`src/core/lbc_pkg.sv`:
```
// Constants for the loopback code change interrupt block.
// Assumes an 8-bit register port and one 100 MHz clock domain.
package lbc_pkg;

    // Register port widths.
    localparam int ADDR_W = 8;
    localparam int DATA_W = 8;

    // Register offsets on the plain register port.
    localparam logic [ADDR_W-1:0] OFS_IRQ_ENABLE = 8'h1D;
    localparam logic [ADDR_W-1:0] OFS_IRQ_STATUS = 8'h1E;
    localparam logic [ADDR_W-1:0] OFS_OVERRUN = 8'h1F;
    localparam logic [ADDR_W-1:0] OFS_ACT_COUNT = 8'h20;
    localparam logic [ADDR_W-1:0] OFS_DEACT_COUNT = 8'h21;

    // Field positions, shared by the enable, status and overrun registers.
    localparam int BIT_ACT_PRESENT = 3;
    localparam int BIT_DEACT_PRESENT = 2;
    localparam int BIT_ACT_CHANGE = 1;
    localparam int BIT_DEACT_CHANGE = 0;

    // Reset values.
    localparam logic [DATA_W-1:0] RESET_BYTE = 8'h00;
    localparam logic RESET_BIT = 1'b0;

    // Change counters saturate here.
    localparam logic [DATA_W-1:0] COUNT_MAX = 8'hFF;
    localparam logic [DATA_W-1:0] COUNT_ONE = 8'h01;

endpackage

```
`src/core/code_change_if.sv`:
```
// Interface carrying one code detector's present level and change pulse.
// Assumes producer and consumer share the same clock.
`timescale 1ns/1ps

interface code_change_if;

    logic present;
    logic change;

    // The edge detector drives both signals.
    modport producer (
        output present,
        output change
    );

    // The register logic only reads them.
    modport consumer (
        input present,
        input change
    );

endinterface

```
`src/core/code_change_detect.sv`:
```
// Tracks one loopback code detector and flags every change of its level.
// Assumes code_seen and detect_en come from logic on the same clock.
`timescale 1ns/1ps

module code_change_detect
    import lbc_pkg::*;
(
    input wire logic clock,
    input wire logic rst_b,
    input wire logic detect_en,
    input wire logic code_seen,
    code_change_if.producer link
);

    typedef struct packed {
        logic present;
        logic change;
    } detect_state_type;

    detect_state_type state_q;
    detect_state_type state_d;

    // The level counts only while detection is enabled; a change is any
    // difference from the previous level, rising or falling.
    always_comb begin
        state_d = state_q;
        state_d.present = code_seen & detect_en;
        state_d.change = state_d.present ^ state_q.present;
    end

    // State register.
    always_ff @(posedge clock or negedge rst_b) begin
        if (!rst_b) begin
            state_q <= '0;
        end else begin
            state_q <= state_d;
        end
    end

    assign link.present = state_q.present;
    assign link.change = state_q.change;

endmodule // code_change_detect

```
`src/core/loopback_code_change_irq.sv`:
```
// Interrupt and status logic for loopback activation and deactivation codes.
// Assumes the code detectors and the register port run on this clock.
//
// What this block does
// - Activation change interrupt enable is read/write; one allows, zero suppresses.
// - Deactivation change interrupt enable is read/write; one allows, zero suppresses.
// - Activation change event fires when detection starts and when it stops.
// - Deactivation change event fires when detection starts and when it stops.
// - Status bit 3 is read-only, high while activation code is detected.
// - Status bit 2 is read-only, high while deactivation code is detected.
// - Status bit 1 latches activation changes; reading the register clears it.
// - Status bit 0 latches deactivation changes; reading the register clears it.
// - Status bits 7 to 4 are reserved in this mode.
`timescale 1ns/1ps

module loopback_code_change_irq
    import lbc_pkg::*;
(
    input wire logic clock,
    input wire logic rst_b,
    input wire logic [ADDR_W-1:0] address,
    input wire logic [DATA_W-1:0] write_data,
    input wire logic write_strobe,
    input wire logic read_strobe,
    input wire logic activation_detect_en,
    input wire logic deactivation_detect_en,
    input wire logic activation_code_seen,
    input wire logic deactivation_code_seen,
    output logic [DATA_W-1:0] read_data,
    output logic irq,
    output logic activation_code_present,
    output logic deactivation_code_present
);

    // All state of the register side.
    typedef struct packed {
        logic act_irq_en;
        logic deact_irq_en;
        logic act_flag;
        logic deact_flag;
        logic act_overrun;
        logic deact_overrun;
        logic [DATA_W-1:0] act_count;
        logic [DATA_W-1:0] deact_count;
        logic [DATA_W-1:0] read_data;
        logic irq;
    } irq_state_type;

    irq_state_type state_q;
    irq_state_type state_d;

    code_change_if act_link ();
    code_change_if deact_link ();

    // Decoded accesses for the current cycle.
    logic wr_enable;
    logic wr_status;
    logic wr_overrun;
    logic rd_status;
    logic rd_act_count;
    logic rd_deact_count;

    // A sticky flag: a new event wins over any clear in the same cycle.
    function automatic logic sticky_next(
        input logic flag,
        input logic set,
        input logic clear
    );
        logic result;
        result = flag;
        if (set) begin
            result = 1'b1;
        end else if (clear) begin
            result = 1'b0;
        end
        return result;
    endfunction

    // A change counter: cleared by its read, but an event in that cycle
    // restarts it at one, and it holds at its maximum rather than wrapping.
    function automatic logic [DATA_W-1:0] count_next(
        input logic [DATA_W-1:0] count,
        input logic event_seen,
        input logic clear
    );
        logic [DATA_W-1:0] result;
        result = count;
        if (clear) begin
            result = event_seen ? COUNT_ONE : RESET_BYTE;
        end else if (event_seen && count != COUNT_MAX) begin
            result = count + COUNT_ONE;
        end
        return result;
    endfunction

    // Level and change tracking for the activation code.
    code_change_detect act_detect (
        .clock(clock),
        .rst_b(rst_b),
        .detect_en(activation_detect_en),
        .code_seen(activation_code_seen),
        .link(act_link.producer)
    );

    // Level and change tracking for the deactivation code.
    code_change_detect deact_detect (
        .clock(clock),
        .rst_b(rst_b),
        .detect_en(deactivation_detect_en),
        .code_seen(deactivation_code_seen),
        .link(deact_link.producer)
    );

    // Address decode of the plain register port.
    always_comb begin
        wr_enable = 1'b0;
        wr_status = 1'b0;
        wr_overrun = 1'b0;
        rd_status = 1'b0;
        rd_act_count = 1'b0;
        rd_deact_count = 1'b0;
        if (address == OFS_IRQ_ENABLE) begin
            wr_enable = write_strobe;
        end else if (address == OFS_IRQ_STATUS) begin
            wr_status = write_strobe;
            rd_status = read_strobe;
        end else if (address == OFS_OVERRUN) begin
            wr_overrun = write_strobe;
        end else if (address == OFS_ACT_COUNT) begin
            rd_act_count = read_strobe;
        end else if (address == OFS_DEACT_COUNT) begin
            rd_deact_count = read_strobe;
        end
    end

    // Next state of enables, flags, counters, read data and interrupt.
    always_comb begin
        state_d = state_q;

        // Enables are plain read/write bits steering the interrupt.
        if (wr_enable) begin
            state_d.act_irq_en = write_data[BIT_ACT_CHANGE];
            state_d.deact_irq_en = write_data[BIT_DEACT_CHANGE];
        end

        // Change flags clear on a status read or a written one.
        state_d.act_flag = sticky_next(state_q.act_flag, act_link.change,
            rd_status | (wr_status & write_data[BIT_ACT_CHANGE]));
        state_d.deact_flag = sticky_next(state_q.deact_flag, deact_link.change,
            rd_status | (wr_status & write_data[BIT_DEACT_CHANGE]));

        // A change while its flag is still pending is recorded as an overrun.
        state_d.act_overrun = sticky_next(state_q.act_overrun,
            act_link.change & state_q.act_flag,
            wr_overrun & write_data[BIT_ACT_CHANGE]);
        state_d.deact_overrun = sticky_next(state_q.deact_overrun,
            deact_link.change & state_q.deact_flag,
            wr_overrun & write_data[BIT_DEACT_CHANGE]);

        // Change counters for software that wants more than one flag.
        state_d.act_count = count_next(state_q.act_count, act_link.change,
            rd_act_count);
        state_d.deact_count = count_next(state_q.deact_count, deact_link.change,
            rd_deact_count);

        // Read data stand only in the cycle after the read strobe.
        state_d.read_data = RESET_BYTE;
        if (read_strobe) begin
            if (address == OFS_IRQ_ENABLE) begin
                state_d.read_data[BIT_ACT_CHANGE] = state_q.act_irq_en;
                state_d.read_data[BIT_DEACT_CHANGE] = state_q.deact_irq_en;
            end else if (address == OFS_IRQ_STATUS) begin
                // Upper nibble stays zero as reserved.
                state_d.read_data[BIT_ACT_PRESENT] = act_link.present;
                state_d.read_data[BIT_DEACT_PRESENT] = deact_link.present;
                state_d.read_data[BIT_ACT_CHANGE] = state_q.act_flag;
                state_d.read_data[BIT_DEACT_CHANGE] = state_q.deact_flag;
            end else if (address == OFS_OVERRUN) begin
                state_d.read_data[BIT_ACT_CHANGE] = state_q.act_overrun;
                state_d.read_data[BIT_DEACT_CHANGE] = state_q.deact_overrun;
            end else if (address == OFS_ACT_COUNT) begin
                state_d.read_data = state_q.act_count;
            end else if (address == OFS_DEACT_COUNT) begin
                state_d.read_data = state_q.deact_count;
            end
        end

        // The interrupt follows the next flags so it rises with them.
        state_d.irq = (state_d.act_flag & state_d.act_irq_en)
            | (state_d.deact_flag & state_d.deact_irq_en);
    end

    // State register; everything clears to zero.
    always_ff @(posedge clock or negedge rst_b) begin
        if (!rst_b) begin
            state_q <= '0;
        end else begin
            state_q <= state_d;
        end
    end

    // Outputs come straight from flip-flops.
    assign read_data = state_q.read_data;
    assign irq = state_q.irq;
    assign activation_code_present = act_link.present;
    assign deactivation_code_present = deact_link.present;

endmodule // loopback_code_change_irq

```
`config.mk`:
```
export PLATFORM = sky130hd
export DESIGN_NAME = loopback_code_change_irq
export DESIGN_NICKNAME = d
export VERILOG_FILES = /design/src/core/lbc_pkg.sv /design/src/core/code_change_if.sv /design/src/core/code_change_detect.sv /design/src/core/loopback_code_change_irq.sv
export SDC_FILE = /design/constraint.sdc
export NUM_CORES = 1
export LEC_CHECK = 0
export ABC_AREA = 0
export BUFFER_PORTS_ARGS = -buffer_cell sky130_fd_sc_hd__buf_4
export CAP_MARGIN = 20
export CORE_ASPECT_RATIO = 2
export CORE_MARGIN = 2
export CORE_UTILIZATION = 45
export CTS_CLUSTER_DIAMETER = 50
export DETAILED_ROUTE_END_ITERATION = 7
export PLACE_DENSITY = 0.74
export SETUP_SLACK_MARGIN = 0.02
export SLEW_MARGIN = 10
export SYNTH_ARGS = -nofsm -noshare
export SYNTH_HDL_FRONTEND = slang
export SYNTH_SLANG_ARGS = --single-unit
```
`constraint.sdc`:
```
create_clock -name clock -period 4.2 [get_ports clock]
set_input_delay 0.42 -clock clock [delete_from_list [all_inputs] [get_ports clock]]
set_output_delay 0.42 -clock clock [all_outputs]
set_load 0.02 [all_outputs]
```
Yosys cells after proc, flatten, opt, wreduce, memory -nomap -nowiden
Cells that the tools add are included.
{"block": "totals", "ramBits": 0, "rom_bits": 0, "output_inout_bits": 11, "register_bits": 35, "latchBits": 0, "n_memories": 0, "input_bits": 24, "wordCells": 85}
{"block": "classes", "bitwise": 15, "muxes": 41, "n_lt_le_gt_ge": 0, "mul": 0, "n_reduce_logical": 6, "div_mod_pow": 0, "n_eq_ne": 7, "shift": 0, "addsub": 2}
{"cell": "2-to-1 mux 8 bit", "count": 7}
{"cell": "2-to-1 mux 1 bit", "count": 27}
{"cell": "== test 8 x 5 -> 1 bit (second input constant)", "count": 3}
{"cell": "adder 8 x 1 -> 8 bit (second input constant)", "count": 2}
{"cell": "== test 8 x 6 -> 1 bit (second input constant)", "count": 2}
{"cell": "!= test 8 bit (second input constant)", "count": 2}
{"cell": "2-to-1 mux 6 bit", "count": 2}
{"cell": "bitwise AND 1 bit", "count": 10}
{"cell": "2-to-1 mux 4 bit", "count": 2}
{"cell": "nonzero test 2 bit", "count": 4}
{"cell": "2-to-1 mux 2 bit", "count": 3}
{"cell": "bitwise OR 1 bit", "count": 3}
{"cell": "logical AND 1 bit", "count": 2}
{"cell": "bitwise XOR 1 bit", "count": 2}

Logic depth before layout (Yosys ltp)
{"block": "depth", "depth_word": 9, "ltp_mapped": 6, "mapped_depth_nobuf": 5}

Modules after synthesis
From an unflattened synthesis, not the netlist that was laid out.
{"block": "hier_totals", "hier_cells": 176, "area_unflattened_um2": 1848.0}
{"module": "loopback_code_change_irq", "area_each_um2": 1697.9, "seq_area_each_um2": 775.7, "cells_each": 168, "n_inst": 1}
{"module": "code_change_detect", "area_each_um2": 75.1, "seq_area_each_um2": 50.0, "cells_each": 4, "n_inst": 2}

Worst setup path before layout
OpenSTA, ideal clock, no wires.
{"block": "synth_path", "path_kind": "reg-to-reg", "from": "register state_q[17] (netlist name)", "to": "register state_q[18] (netlist name)", "n_path_buf": 1, "synth_period_minus_slack_ns": 1.547, "setup_slack_ns": 2.653, "path_stages_with_launch": 7, "setup_ns": 0.121, "t_required_ns": 4.079, "arrival_time_ns": 1.426, "path_cell_list": "dfrtp_1 ha_1 nand3_1 o31ai_1 buf_2 mux2i_1 nor2_1"}
{"block": "synth_between", "elab_chain_cells": 3, "elab_cells_between_ends": 6, "classes_between": "1 x add/sub; 1 x eq/ne; 2 x mux; 2 x reduce/logical"}
{"item": "start, declared", "line_no": "loopback_code_change_irq.sv:49", "rtl": "irq_state_type state_q;"}
{"item": "start signal, assigned", "line_no": "loopback_code_change_irq.sv:198", "rtl": "state_q <= state_d;"}
{"item": "adder 8 x 1 -> 8 bit / != test 8 bit (equally long branches)", "line_no": "loopback_code_change_irq.sv:91, loopback_code_change_irq.sv:90"}
{"item": "2-to-1 mux 8 bit / logical AND 1 bit (equally long branches)", "line_no": "loopback_code_change_irq.sv:90", "rtl": "end else if (event_seen && count != COUNT_MAX) begin"}
{"item": "2-to-1 mux 8 bit / nonzero test 2 bit (equally long branches)"}
Several ways; a longest one is shown, not always the timed one. The select of a mux whose other input is x is not followed.
A chain may end at the register's enable or synchronous reset.

Worst setup path in the final report
{"block": "layout_path", "from": "register state_q[9] (netlist name)", "to": "register state_q[10] (netlist name)"}
The elaborated chain is that of the path after synthesis.

==> impl_results.md <==
- CP Class: register to register
- Post-synthesis sequential area ratio: 49.0%
- Initial antenna violation count: 0
- Final #Nets: 226
- Overall Global Routing Usage: 17.6%
- Final WL: 3.56 mm
- Worst Path Max Fanout: 5
- Share of cells above drive strength 1: 23.5%
- Most frequent cells in the layout: 35 x dfrtp_1, 28 x buf_4, 14 x nand2_1
- Vias in the first global route: 1412
- DRC: 0
- Post-DRT Antenna Nets: 0
- Max Cap Violations: 0
- Largest net degree at the start of global routing: 36
- Number of synthesized register bits: 35
- Leak: 0.925 nW
- Via count: 1387
- Hold-fix buffers, CTS: 0
- First-pass GRT wire length: 6.16 mm
- Final hold viol count: 0
- Arr. time, crit path: 1960 ps
- Largest delay contributor family on the critical path: compound AO/OA/AOI/OAI gates
- Clock Pin Slew Worst Setup and Hold Paths: 70 ps
- Worst path bufs/invs: 0
- Most common cell after layout, fill and taps aside: dfrtp_1
- Mapped Cells: 176
- Period utilization: 43.2%
- Drt first-iter violations: 37
- Tightest Hold Check Type: input pin to asynchronous set/reset pin
- CTS sink cnt: 35
- CP cell instances: ha_1 -> nand3_2 -> o31ai_1 -> mux2i_1 -> nor2_1
- DP HPWL: 2.64 mm
- Initial Util: 46.5%
- Crit start category: register
- Final min period: 1810 ps
- Vias per cell: 5.53
- Diodes inserted: 0
- Htree depth: 2
- Clock root buffer master: clkbuf_8
- Fillers: 381
- Num CTS Buffers: 5
- Worst path required time: 4350 ps
- Setup_tns: 0 ps
- Post-Syn Nets: 202
- Max transition margin: 54.8%
- First drt pass iteration count: 4
- Die width: 48.6 µm
- TritonCTS clock tree: done
- Port buffer count: 28
- Final Core Density: 53.9%
- Slew Viols, Final: 0
- Routed len/inst: 14.2 µm
- Gpl congestion: 0.797
- Clock skew: 3.24 ps
- Core area: 3840 µm²
- Status: finished clean
- FF+latch area: 876 µm²
- Mapped cell area: 1790 µm²
- Asr flop ratio synth: 100%
- Max Fclk: 552 MHz
- Slowest CP cell: o31ai_1
- Final setup fails: 0
- Area of the multi-input gates: 811 µm²
- Synth unique cells: 44
- GRT overflow: 0
- Least-Margin Pin Slew: 673 ps
- Unrepaired setup endpoints after global routing: no
- Number of synthesized flops with an enable pin: 0
- Worst skew pair latency: 280 ps
- Io pins: 35
- Most used DFF post-synth: dfrtp_1
- Yosys synthesis warning count: 0
- Pwr Density: 477 nW/µm²
- Largest stage delay, worst path: 630 ps
- Resize count post-CTS: 0
- Die Area: 4520 µm²
- Clock buffer depth: 2
- CP endpoint kind: register
- Design Power: 0.989 mW
- Syn avg cell area: 10.2 µm²
- Die height: 93.1 µm
- Syn-to-layout area delta: 15.9%
- Peak supply drop: 326 µV
- Post-CTS Setup Inserts: 0
- Cell Rows: 32
==> cells in the mapped netlist (all sizes together), types with 2 or more instances <==
| master | number | area (µm²) |
|---|---|---|
| a21oi | 11 | 55.1 |
| a22o | 5 | 43.8 |
| a22oi | 2 | 15.0 |
| and2 | 4 | 25.0 |
| and3 | 2 | 12.5 |
| and4b | 2 | 21.3 |
| buf | 12 | 82.6 |
| dfrtp | 35 | 876 |
| ha | 2 | 25.0 |
| inv | 5 | 18.8 |
| mux2 | 2 | 22.5 |
| mux2i | 7 | 70.1 |
| nand2 | 14 | 52.6 |
| nand2b | 3 | 18.8 |
| nand3 | 8 | 50.1 |
| nand4 | 3 | 18.8 |
| nor2 | 10 | 37.5 |
| nor3 | 5 | 25.0 |
| o211a | 2 | 20.0 |
| o211ai | 2 | 15.0 |
| o21ai | 8 | 40.0 |
| o22ai | 3 | 18.8 |
| o31ai | 3 | 22.5 |
| or2 | 4 | 25.0 |
| or3 | 6 | 37.5 |
==> metal layers <==
layer	track usage (%)	up-vias	wire length, µm
li1	-	680	-
met2	33.6	30	1970
met5	0	-	0
met4	7.62	0	59
met3	3.35	6	135
met1	18.4	671	1390
==> area by class of cell <==
| type | instances | share of cell area (%) |
|---|---|---|
| flip-flops and latches | 35 | 42.3 |
| well taps | 51 | 3.08 |
| inverters | 5 | 0.906 |
| clock inverters | 1 | 0.242 |
| multi-input cells | 124 | 39.1 |
| repair buffers | 29 | 10.4 |
| clock buffers | 6 | 3.99 |
==> power by group <==
group | switching, mW | internal (mW)
Sequential | 0.102 | 0.416
Clock | 0.114 | 0.129
Combinational | 0.119 | 0.108
Total | 0.336 | 0.653
==> cells by family (layout without fill, tap and decap cells) <==
family,after synthesis,in the layout,synth area share [%]
compound gates,40,40,15.0
xor+xnor,2,2,0.980
fa+ha+maj,2,2,1.40
buf+inv,17,41,5.67
flops,35,35,49.0
mux,9,9,5.18
simple gates,71,71,22.8
==> metrics by stage <==
step	std cells	area (µm²)	worst slack [ps]	hold slack, ps
after detailed placement	243	1980	2010	398
final	251	2070	2390	81.7
after CTS	250	2070	1990	95.2
after global placement	243	1980	2040	393
after floorplan	176	1790	2650	124
after global routing	251	2070	2190	115
==> state kept, by name, summed over array words and instances, names as in the netlist <==
register,cells
deact_detect.link.present,1
act_detect.link.change,1
deact_detect.link.change,1
read_data,8
state_q,22
irq,1
act_detect.link.present,1
==> path summary, 6_finish.rpt <==
check,cells after the start,slack (ps),to,startpoint
min reg2reg,1,500,state_q[26]$_DFFE_PN0P_,state_q[26]$_DFFE_PN0P_
max in group asynchronous,1,3820,state_q[17]$_DFFE_PN0P_,rst_b
max reg2reg,5,2390,state_q[10]$_DFFE_PN0P_,state_q[9]$_DFFE_PN0P_
max,5,2390,state_q[10]$_DFFE_PN0P_,state_q[9]$_DFFE_PN0P_
min in group clock,2,390,act_detect.link.present$_DFF_PN0_,activation_detect_en
min,1,80,read_data[1]$_DFF_PN0_,rst_b
Power figures use the tool's default switching activity.
